==> config.mk <==
export PLATFORM = sky130hd
export DESIGN_NAME = tpnd_top
export DESIGN_NICKNAME = d
export VERILOG_FILES = /design/src/tpnd_top.v
export VERILOG_INCLUDE_DIRS = /design/src
export SDC_FILE = /design/constraint.sdc
export NUM_CORES = 1
export LEC_CHECK = 0
export ABC_AREA = 1
export ABC_CLOCK_PERIOD_IN_PS = 2330
export BUFFER_PORTS_ARGS = -buffer_cell sky130_fd_sc_hd__buf_2
export CORE_ASPECT_RATIO = 1.5
export CORE_MARGIN = 2
export CORE_UTILIZATION = 55
export DETAILED_ROUTE_END_ITERATION = 8
export MAX_ROUTING_LAYER = met4
export PLACE_DENSITY = 0.8
export SLEW_MARGIN = 30
export SYNTH_ARGS = -nofsm -noshare
export SYNTH_HDL_FRONTEND = slang
export SYNTH_SLANG_ARGS = --single-unit
==> constraint.sdc <==
create_clock -name aclk -period 2.33 [get_ports aclk]
set_input_delay 0.466 -clock aclk [delete_from_list [all_inputs] [get_ports aclk]]
set_output_delay 0.466 -clock aclk [all_outputs]
set_load 0.05 [all_outputs]
==> src/tpnd_regs.vh <==
// register map, field positions and reset values of the pattern output unit
//
// What this block does
// - two 16-bit pin function registers, two bits/pin
// - 16-bit port data register drives pins
// - enabled port data bits ignore software writes
// - low pair next data copies to bits 7..0
// - high pair next data copies to bits 15..8
// - low pair next data resets to zero
// - high pair next data resets to zero
// - shared low trigger: one byte holds both nibbles
// - shared low trigger: alternate byte reads ones
// - split low trigger: nibbles at separate bytes
// - shared high trigger: one byte, alternate reads ones
// - split high trigger: nibbles at separate bytes
// - only enabled bits take next data
// - 2-bit trigger selectors per group, reset 11
`ifndef TPND_REGS_VH
`define TPND_REGS_VH

// ************************************************************
// register indices, byte address is four times the index
// ************************************************************
`define TPND_IDX_ND_HIGH_UPPER 28'h5FFFFF4
`define TPND_IDX_ND_LOW_UPPER  28'h5FFFFF5
`define TPND_IDX_ND_HIGH_ALT   28'h5FFFFF6
`define TPND_IDX_ND_LOW_ALT    28'h5FFFFF7
`define TPND_IDX_PIN_FN_UPPER  28'h5FFFFCC
`define TPND_IDX_PIN_FN_LOWER  28'h5FFFFCE
`define TPND_IDX_PORT_DATA     28'h5FFFFC2
`define TPND_IDX_TRIG_SEL      28'h5FFFFF1
`define TPND_IDX_OE_HIGH       28'h5FFFFF2
`define TPND_IDX_OE_LOW        28'h5FFFFF3

// ************************************************************
// reset values and fields
// ************************************************************
`define TPND_RST_ND            8'h00
`define TPND_RST_TRIG_SEL      8'hFF
`define TPND_RST_OE            8'h00
`define TPND_RST_PIN_FN        16'h0000
`define TPND_RST_PORT_DATA     16'h0000
`define TPND_RESERVED_NIBBLE   4'hF
`define TPND_RESERVED_BYTE     8'hFF
`define TPND_PIN_FN_PATTERN    2'h3
`define TPND_RESP_OKAY         2'h0
`define TPND_RESP_SLVERR       2'h2

`endif

==> src/tpnd_top.v <==
// pattern output unit registers with next-data transfer on timer strobes
`timescale 1ns/1ns
`default_nettype none
`include "tpnd_regs.vh"

module tpnd_top (
  input  wire        aclk,
  input  wire        aresetn,
  input  wire [31:0] s_axi_awaddr,
  input  wire        s_axi_awvalid,
  output reg         s_axi_awready,
  input  wire [31:0] s_axi_wdata,
  input  wire [3:0]  s_axi_wstrb,
  input  wire        s_axi_wvalid,
  output reg         s_axi_wready,
  output reg  [1:0]  s_axi_bresp,
  output reg         s_axi_bvalid,
  input  wire        s_axi_bready,
  input  wire [31:0] s_axi_araddr,
  input  wire        s_axi_arvalid,
  output reg         s_axi_arready,
  output reg  [31:0] s_axi_rdata,
  output reg  [1:0]  s_axi_rresp,
  output reg         s_axi_rvalid,
  input  wire        s_axi_rready,
  input  wire [3:0]  compare_match,
  output reg  [15:0] pattern_out_pins,
  output reg  [15:0] pattern_out_oe
);

  // ************************************************************
  // storage
  // ************************************************************
  reg  [15:0] pin_function_upper;
  reg  [15:0] pin_function_lower;
  reg  [15:0] pattern_port_data;
  reg  [7:0]  next_data_low_pair;
  reg  [7:0]  next_data_high_pair;
  reg  [7:0]  output_enable_low_pair;
  reg  [7:0]  output_enable_high_pair;
  reg  [7:0]  trigger_select_reg;
  reg  [31:0] wr_addr;
  reg  [31:0] wr_data;
  reg  [3:0]  wr_strb;

  // ************************************************************
  // helpers
  // ************************************************************
  function [31:0] byte_addr;
    input [27:0] idx;
    begin
      byte_addr = {2'b00, idx[27:0], 2'b00};
    end
  endfunction

  // read view of a next-data byte; upper byte holds the upper nibble
  function [7:0] nd_read;
    input       shared;
    input       is_alt;
    input [7:0] data;
    begin
      if (shared)
        nd_read = is_alt ? `TPND_RESERVED_BYTE : data;
      else if (is_alt)
        nd_read = {`TPND_RESERVED_NIBBLE, data[3:0]};
      else
        nd_read = {data[7:4], `TPND_RESERVED_NIBBLE};
    end
  endfunction

  // which next-data bits a write at this byte may change
  function [7:0] nd_mask;
    input shared;
    input is_alt;
    begin
      if (shared)
        nd_mask = is_alt ? 8'h00 : 8'hFF;
      else
        nd_mask = is_alt ? 8'h0F : 8'hF0;
    end
  endfunction

  // byte lane strobes widened to a 16-bit mask
  function [15:0] lane_mask;
    input [3:0] strb;
    begin
      lane_mask = {{8{strb[1]}}, {8{strb[0]}}};
    end
  endfunction

  // ************************************************************
  // trigger decode
  // ************************************************************
  wire [1:0] sel_g0 = trigger_select_reg[1:0];
  wire [1:0] sel_g1 = trigger_select_reg[3:2];
  wire [1:0] sel_g2 = trigger_select_reg[5:4];
  wire [1:0] sel_g3 = trigger_select_reg[7:6];
  // layout tracks the selectors combinationally, no extra latency
  wire       low_shared  = (sel_g1 == sel_g0);
  wire       high_shared = (sel_g3 == sel_g2);
  wire [3:0] grp_fire = {compare_match[sel_g3], compare_match[sel_g2],
                         compare_match[sel_g1], compare_match[sel_g0]};
  wire [15:0] fire_mask = {{4{grp_fire[3]}}, {4{grp_fire[2]}},
                           {4{grp_fire[1]}}, {4{grp_fire[0]}}};
  wire [15:0] oe_all = {output_enable_high_pair, output_enable_low_pair};
  wire [15:0] next_all = {next_data_high_pair, next_data_low_pair};
  wire [15:0] copy_mask = fire_mask & oe_all;

  // ************************************************************
  // write path
  // ************************************************************
  wire        wr_go = !s_axi_awready && !s_axi_wready && !s_axi_bvalid;
  wire [15:0] wr_lane = lane_mask(wr_strb);
  wire        hit_ndhu = wr_addr == byte_addr(`TPND_IDX_ND_HIGH_UPPER);
  wire        hit_ndlu = wr_addr == byte_addr(`TPND_IDX_ND_LOW_UPPER);
  wire        hit_ndha = wr_addr == byte_addr(`TPND_IDX_ND_HIGH_ALT);
  wire        hit_ndla = wr_addr == byte_addr(`TPND_IDX_ND_LOW_ALT);
  wire        hit_pfu  = wr_addr == byte_addr(`TPND_IDX_PIN_FN_UPPER);
  wire        hit_pfl  = wr_addr == byte_addr(`TPND_IDX_PIN_FN_LOWER);
  wire        hit_pd   = wr_addr == byte_addr(`TPND_IDX_PORT_DATA);
  wire        hit_ts   = wr_addr == byte_addr(`TPND_IDX_TRIG_SEL);
  wire        hit_oeh  = wr_addr == byte_addr(`TPND_IDX_OE_HIGH);
  wire        hit_oel  = wr_addr == byte_addr(`TPND_IDX_OE_LOW);
  wire        wr_mapped = hit_ndhu | hit_ndlu | hit_ndha | hit_ndla |
                          hit_pfu | hit_pfl | hit_pd | hit_ts |
                          hit_oeh | hit_oel;
  // reserved bits are masked off here, so ones written there are dropped
  wire [7:0]  low_wmask  = !wr_strb[0] ? 8'h00 :
                           hit_ndlu ? nd_mask(low_shared, 1'b0) :
                           hit_ndla ? nd_mask(low_shared, 1'b1) : 8'h00;
  wire [7:0]  high_wmask = !wr_strb[0] ? 8'h00 :
                           hit_ndhu ? nd_mask(high_shared, 1'b0) :
                           hit_ndha ? nd_mask(high_shared, 1'b1) : 8'h00;
  wire [15:0] pd_wmask = (wr_go && hit_pd) ? (wr_lane & ~oe_all) : 16'h0000;

  reg  [15:0] next_port_data;
  always @* begin
    next_port_data = (pattern_port_data & ~pd_wmask) |
                     (wr_data[15:0] & pd_wmask);
    // strobe seen at this edge, new pins next cycle
    next_port_data = (next_port_data & ~copy_mask) |
                     (next_all & copy_mask);
  end

  always @(posedge aclk) begin
    if (!aresetn) begin
      pin_function_upper      <= `TPND_RST_PIN_FN;
      pin_function_lower      <= `TPND_RST_PIN_FN;
      pattern_port_data       <= `TPND_RST_PORT_DATA;
      next_data_low_pair      <= `TPND_RST_ND;
      next_data_high_pair     <= `TPND_RST_ND;
      output_enable_low_pair  <= `TPND_RST_OE;
      output_enable_high_pair <= `TPND_RST_OE;
      trigger_select_reg      <= `TPND_RST_TRIG_SEL;
      pattern_out_pins        <= `TPND_RST_PORT_DATA;
      pattern_out_oe          <= 16'h0000;
    end else begin
      pattern_port_data <= next_port_data;
      pattern_out_pins  <= next_port_data;
      pattern_out_oe    <= {
        pin_function_upper[15:14] == `TPND_PIN_FN_PATTERN,
        pin_function_upper[13:12] == `TPND_PIN_FN_PATTERN,
        pin_function_upper[11:10] == `TPND_PIN_FN_PATTERN,
        pin_function_upper[9:8]   == `TPND_PIN_FN_PATTERN,
        pin_function_upper[7:6]   == `TPND_PIN_FN_PATTERN,
        pin_function_upper[5:4]   == `TPND_PIN_FN_PATTERN,
        pin_function_upper[3:2]   == `TPND_PIN_FN_PATTERN,
        pin_function_upper[1:0]   == `TPND_PIN_FN_PATTERN,
        pin_function_lower[15:14] == `TPND_PIN_FN_PATTERN,
        pin_function_lower[13:12] == `TPND_PIN_FN_PATTERN,
        pin_function_lower[11:10] == `TPND_PIN_FN_PATTERN,
        pin_function_lower[9:8]   == `TPND_PIN_FN_PATTERN,
        pin_function_lower[7:6]   == `TPND_PIN_FN_PATTERN,
        pin_function_lower[5:4]   == `TPND_PIN_FN_PATTERN,
        pin_function_lower[3:2]   == `TPND_PIN_FN_PATTERN,
        pin_function_lower[1:0]   == `TPND_PIN_FN_PATTERN};
      if (wr_go) begin
        if (hit_pfu)
          pin_function_upper <= (pin_function_upper & ~wr_lane) |
                                (wr_data[15:0] & wr_lane);
        if (hit_pfl)
          pin_function_lower <= (pin_function_lower & ~wr_lane) |
                                (wr_data[15:0] & wr_lane);
        next_data_low_pair  <= (next_data_low_pair & ~low_wmask) |
                               (wr_data[7:0] & low_wmask);
        next_data_high_pair <= (next_data_high_pair & ~high_wmask) |
                               (wr_data[7:0] & high_wmask);
        if (hit_ts && wr_strb[0])
          trigger_select_reg <= wr_data[7:0];
        if (hit_oeh && wr_strb[0])
          output_enable_high_pair <= wr_data[7:0];
        if (hit_oel && wr_strb[0])
          output_enable_low_pair <= wr_data[7:0];
      end
    end
  end

  // ************************************************************
  // bus handshakes
  // ************************************************************
  // one write and one read in flight; ready drops once a beat is held
  always @(posedge aclk) begin
    if (!aresetn) begin
      s_axi_awready <= 1'b1;
      s_axi_wready  <= 1'b1;
      s_axi_bvalid  <= 1'b0;
      s_axi_bresp   <= `TPND_RESP_OKAY;
      wr_addr       <= 32'h00000000;
      wr_data       <= 32'h00000000;
      wr_strb       <= 4'h0;
    end else begin
      if (s_axi_awvalid && s_axi_awready) begin
        s_axi_awready <= 1'b0;
        wr_addr       <= {s_axi_awaddr[31:2], 2'b00};
      end
      if (s_axi_wvalid && s_axi_wready) begin
        s_axi_wready <= 1'b0;
        wr_data      <= s_axi_wdata;
        wr_strb      <= s_axi_wstrb;
      end
      if (wr_go) begin
        s_axi_bvalid <= 1'b1;
        s_axi_bresp  <= wr_mapped ? `TPND_RESP_OKAY : `TPND_RESP_SLVERR;
      end
      if (s_axi_bvalid && s_axi_bready) begin
        s_axi_bvalid  <= 1'b0;
        s_axi_awready <= 1'b1;
        s_axi_wready  <= 1'b1;
      end
    end
  end

  // ************************************************************
  // read path
  // ************************************************************
  wire [31:0] rd_addr = {s_axi_araddr[31:2], 2'b00};
  reg  [15:0] rd_val;
  reg         rd_ok;
  always @* begin
    rd_ok  = 1'b1;
    rd_val = 16'h0000;
    if (rd_addr == byte_addr(`TPND_IDX_ND_HIGH_UPPER))
      rd_val = {8'h00, nd_read(high_shared, 1'b0, next_data_high_pair)};
    else if (rd_addr == byte_addr(`TPND_IDX_ND_LOW_UPPER))
      rd_val = {8'h00, nd_read(low_shared, 1'b0, next_data_low_pair)};
    else if (rd_addr == byte_addr(`TPND_IDX_ND_HIGH_ALT))
      rd_val = {8'h00, nd_read(high_shared, 1'b1, next_data_high_pair)};
    else if (rd_addr == byte_addr(`TPND_IDX_ND_LOW_ALT))
      rd_val = {8'h00, nd_read(low_shared, 1'b1, next_data_low_pair)};
    else if (rd_addr == byte_addr(`TPND_IDX_PIN_FN_UPPER))
      rd_val = pin_function_upper;
    else if (rd_addr == byte_addr(`TPND_IDX_PIN_FN_LOWER))
      rd_val = pin_function_lower;
    else if (rd_addr == byte_addr(`TPND_IDX_PORT_DATA))
      rd_val = pattern_port_data;
    else if (rd_addr == byte_addr(`TPND_IDX_TRIG_SEL))
      rd_val = {8'h00, trigger_select_reg};
    else if (rd_addr == byte_addr(`TPND_IDX_OE_HIGH))
      rd_val = {8'h00, output_enable_high_pair};
    else if (rd_addr == byte_addr(`TPND_IDX_OE_LOW))
      rd_val = {8'h00, output_enable_low_pair};
    else
      rd_ok = 1'b0;
  end

  always @(posedge aclk) begin
    if (!aresetn) begin
      s_axi_arready <= 1'b1;
      s_axi_rvalid  <= 1'b0;
      s_axi_rdata   <= 32'h00000000;
      s_axi_rresp   <= `TPND_RESP_OKAY;
    end else begin
      if (s_axi_arvalid && s_axi_arready) begin
        s_axi_arready <= 1'b0;
        s_axi_rvalid  <= 1'b1;
        s_axi_rdata   <= {16'h0000, rd_val};
        s_axi_rresp   <= rd_ok ? `TPND_RESP_OKAY : `TPND_RESP_SLVERR;
      end
      if (s_axi_rvalid && s_axi_rready) begin
        s_axi_rvalid  <= 1'b0;
        s_axi_arready <= 1'b1;
      end
    end
  end

endmodule // tpnd_top
`default_nettype wire

After elaboration in Yosys (flattened, before gate mapping)
Cells that the tools add are included.
{ "word_totals": {"reg_bits": 177, "latch_bits": 0, "mem_bits_rw": 0, "mem_bits_ro": 0, "input_bits": 111, "out_inout_bits": 73, "mem_count": 0} }
{ "classes": {"addsub": 0, "n_mul": 0, "div": 0, "order_cmp": 4, "n_eq_ne": 38, "n_shift": 0, "muxes": 45, "bitwise": 35, "reduce_logical": 21} }
{ "ops": {"columns": ["op", "n"], "rows": [
  ["$eq A30 B27 Y1 const B", 20],
  ["$and A16 B16 Y16", 9],
  ["$mux W16", 8],
  ["$mux W8", 9],
  ["$not A16 Y16", 4],
  ["$or A16 B16 Y16", 4],
  ["$and A8 B8 Y8", 4],
  ["$eq A2 B2 Y1 const B", 16],
  ["$mux W4", 8],
  ["$not A8 Y8", 2],
  ["$or A8 B8 Y8", 2],
  ["$mux W1", 14],
  ["$lt A2 B3 Y1 const B", 4],
  ["$logic_and A1 B1 Y1", 11],
  ["$reduce_and A2 Y1", 5],
  ["$or A1 B1 Y1", 9],
  ["$bmux W1 S2", 4],
  ["$eq A2 B2 Y1", 2],
  ["$mux W2", 2],
  ["$reduce_or A2 Y1", 2],
  ["$logic_not A1 Y1", 3],
  ["$not A1 Y1", 1]
]} }

Depth between registers and ports, before layout
{ "logic_depth": {"depth_word": 12, "mapped_depth": 14} }

Worst setup path before layout
Ideal clock, no wire load.
{ "synth_path": {"path_kind": "flip-flop to flip-flop", "start": "register s_axi_bvalid", "end": "register output_enable_high_pair[6]", "setup_time_ns": 0.119, "t_arrival_ns": 1.686, "required_time_ns": 2.211, "slack_ns": 0.524, "path_stages_with_launch": 8, "cell_sequence": "dfxtp_1 -> nor3_4 -> nand2_1 -> inv_2 -> nand3_2 -> buf_2 -> o21ai_1 -> a21oi_1"} }
{ "synth_via": {"elab_chain_len": 3} }
{ "synth_lines": {"columns": ["element", "line", "rtl"], "rows": [
  ["from (decl)", "tpnd_top.v:17", "output reg s_axi_bvalid,"],
  ["from (signal assigned)", "tpnd_top.v:206", "s_axi_bvalid <= 1'b0;"],
  ["from (signal assigned)", "tpnd_top.v:222", "s_axi_bvalid <= 1'b1;"],
  ["from (signal assigned)", "tpnd_top.v:226", "s_axi_bvalid <= 1'b0;"],
  ["$logic_not A1 Y1", "tpnd_top.v:112", "wire wr_go = !s_axi_awready && !s_axi_wready && !s_axi_bvalid;"],
  ["$logic_and A1 B1 Y1", "tpnd_top.v:112", null],
  ["$reduce_and A2 Y1 (no source line)", null, null],
  ["to (signal assigned)", "tpnd_top.v:153", "output_enable_high_pair <= `TPND_RST_OE;"],
  ["to (signal assigned)", "tpnd_top.v:191", "output_enable_high_pair <= wr_data[7:0];"],
  ["to (decl)", "tpnd_top.v:40", "reg [7:0] output_enable_high_pair;"]
]} }
No other way between the ends.
A chain may end at the register's enable or synchronous reset.

==> metrics.yaml <==
status:
  status: "finished clean"
die:
  start_util_pct: 55.5
  rows: 55
  die_area_um2: 16100
  die_h_um: 154
  die_w_um: 104
  core_um2: 14900
  ioPinCount: 184
routing:
  drt_iter0_drc: 581
  via_count: 8157
  dr.pass1.iters: 5
  drtAntennaViolNets: 0
  wl_per_cell_um: 15.4
  via_per_inst: 5.49
  wl_um: 22900
  post-route-drc-count: 0
timing:
  rsz0062_at_grt: "no"
  maxSlewViolCount: 0
  max_freq_mhz: 458
  fin_crit_ns: 2.18
  finalSetupTns_ns: 0
  setup_viol: 0
  worstMarginPinSlew_ns: 0.595
  fin_crit_sh_pct: 93.7
  setup_slack_ns: 0.148
  hold_viol_final: 0
  fin_skew_ns: 0.0132
  max-slew-margin-rel_pct: 60.3
layout:
  layout_commonest_cell: "dfxtp_1"
  syn_to_final_growth_pct: 17.9
  n_antenna_cell: 0
  nets: 1386
  drive_gt1_share_pct: 18.8
  layout_common_cells: "dfxtp_1, nand2_1, nor2_1, buf_2, a21oi_1"
power:
  power.density_nw_per_um2: 674
  p_leak_nw: 4.06
  max-vdd-ir-drop_v: 0.000459
global_route:
  grt_pass1_wl_um: 37500
  track_usage_pct: 29.9
  grt_remaining_overflow: 0
  grt_pass1_vias: 7693
  antenna_found_initial: 0
  grt_max_degree: 121
critical_path:
  cp_slowest_cell: "dfxtp_1"
  path_cells: "nand4_1, nand3b_1, nor3_2, nand2_2, clkinv_4, nand3_2, o21ai_0, a21oi_1"
  endpoint_kind: "flip-flop"
  startpoint_type: "flip-flop"
  path_buf_inv: 1
  crit_path_max_fanout: 16
  required_ns: 2.63
  path_class: "reg2reg"
  cp_top_family: "simple AND/OR/NAND/NOR gates"
  slowest_delay_ns: 0.34
  cp_data_arrival_time_ns: 2.49
clock_network:
  cts_sinks: 175
  cts-buffers-inserted: 17
  ctsHtreeMaxLevel: 4
  clk_pin_slew_ns: 0.07
  clock-root-buffer: "clkbuf_16"
  worstSkewPairLatency_ns: 0.44
  cts_buffer_depth: 2
  cts_tree: "done"
  holdBufCountCts: 0
job:
  maxCapViolations: 0
min_path:
  hp-class: "in2reg"
place:
  io_buffer_count: 143
  dp_hpwl_um: 16800
  pre_cts_slack_ns: 0.172
  globalplace.congestion: 0.960
synthesis:
  syn_avg_cell_area_um2: 7.26
  synth.ff_latch_count: 175
  yosysUniqueCellTypes: 45
  yosysWarnings: 0
  synth_seq_area_share_pct: 42.3
  synthCells: 1141
  syn_area_um2: 8290
## worst min-delay path, stage by stage
cell,delay (ns)
buf_2,0.07
a21oi_1,0.07
nand2_1,0.05
## synthesized netlist by cell type (all sizes together)
library cell	n	area share [%]
dfxtp	175	42
nand2	170	7.9
nor2	163	7.9
o21ai	125	7.6
a21oi	122	7.4
inv	122	5.5
nand3	58	4.2
nor3	35	3.0
clkbuf	33	1.5
buf	31	2.7
nand4	29	2.4
o211ai	18	1.6
a31oi	17	1.3
nor3b	6	0.54
o221ai	6	0.63
nand3b	5	0.45
a32o	4	0.48
o21bai	4	0.36
xnor2	4	0.42
nor4	3	0.66
clkinv	2	0.15
o21a	2	0.18
or2	2	0.15
conb	1	0.045
o2111a	1	0.14
o2111ai	1	0.18
o31ai	1	0.26
or3b	1	0.11
## logic make-up (layout without fill, tap and decap cells)
| family | count (synthesis) | count (layout) | synth area share (%) |
|---|---|---|---|
| buffers and inverters | 188 | 318 | 9.90 |
| and+or+nand+nor | 472 | 472 | 27.2 |
| other | 1 | 18 | 0.0452 |
| DFF | 175 | 175 | 42.3 |
| xor gates and xnor gates | 4 | 4 | 0.423 |
| AOI/OAI and AO/OA | 301 | 301 | 20.1 |
## through the flow
stage | power [mW] | utilization (%) | cell area [um2] | hold slack, ns | cells
floorplan | 3.59 | - | 8350 | 0.420 | 1158
global placement | 3.75 | 61.3 | 9160 | 0.448 | 1455
detailed placement | 3.76 | 61.3 | 9160 | 0.445 | 1455
CTS | 6.61 | 65.4 | 9760 | 0.255 | 1487
global route | 6.81 | 65.4 | 9770 | 0.272 | 1487
finish | 6.59 | 65.4 | 9770 | 0.255 | 1487
## repair_timing
item / 4_1_cts / 5_1_grt
setup buffers: 0 / 0
endpoints found under the setup margin: 0 / 6
gates resized for setup: 0 / 2
hold endpoints to repair: 0 / 0
## final timing paths
path / startpoint / cells after the start / slack [ns] / end
worst min register to register: flip-flop / 2 / 0.46 / pattern_out_oe[14]
worst max-delay path: wr_addr[21] / 8 / 0.15 / flip-flop
worst min-delay path: s_axi_rready / 3 / 0.26 / s_axi_arready
worst max register to register: wr_addr[21] / 8 / 0.15 / flip-flop
## per-layer routing
metal / vias to the layer above / part of all wire, % / global-route usage, %
li1: 4065 / - / -
met2: 325 / 51 / 52.7
met1: 3686 / 38 / 32.0
met5: - / 0 / -
met3: 81 / 6.4 / 5.56
met4: 0 / 4.5 / 14.9
## final cells by class
cell class / instances / area, um2
fill: 1312 / 5160
multi-input combinational: 795 / 4040
sequential: 175 / 3500
timing repair buffer: 162 / 908
inverter: 124 / 470
clock buffer: 18 / 429
tap: 199 / 249
clock inverter: 14 / 173
## power by group
group	total [mW]	leakage [nW]	internal, mW	switching (mW)
clock	2.88	0.295	1.54	1.34
sequential	3.16	1.42	3.07	0.0840
combinational	0.550	2.34	0.164	0.386
total	6.59	4.06	4.78	1.81
Note: power is estimated with default switching activity, not from simulation.
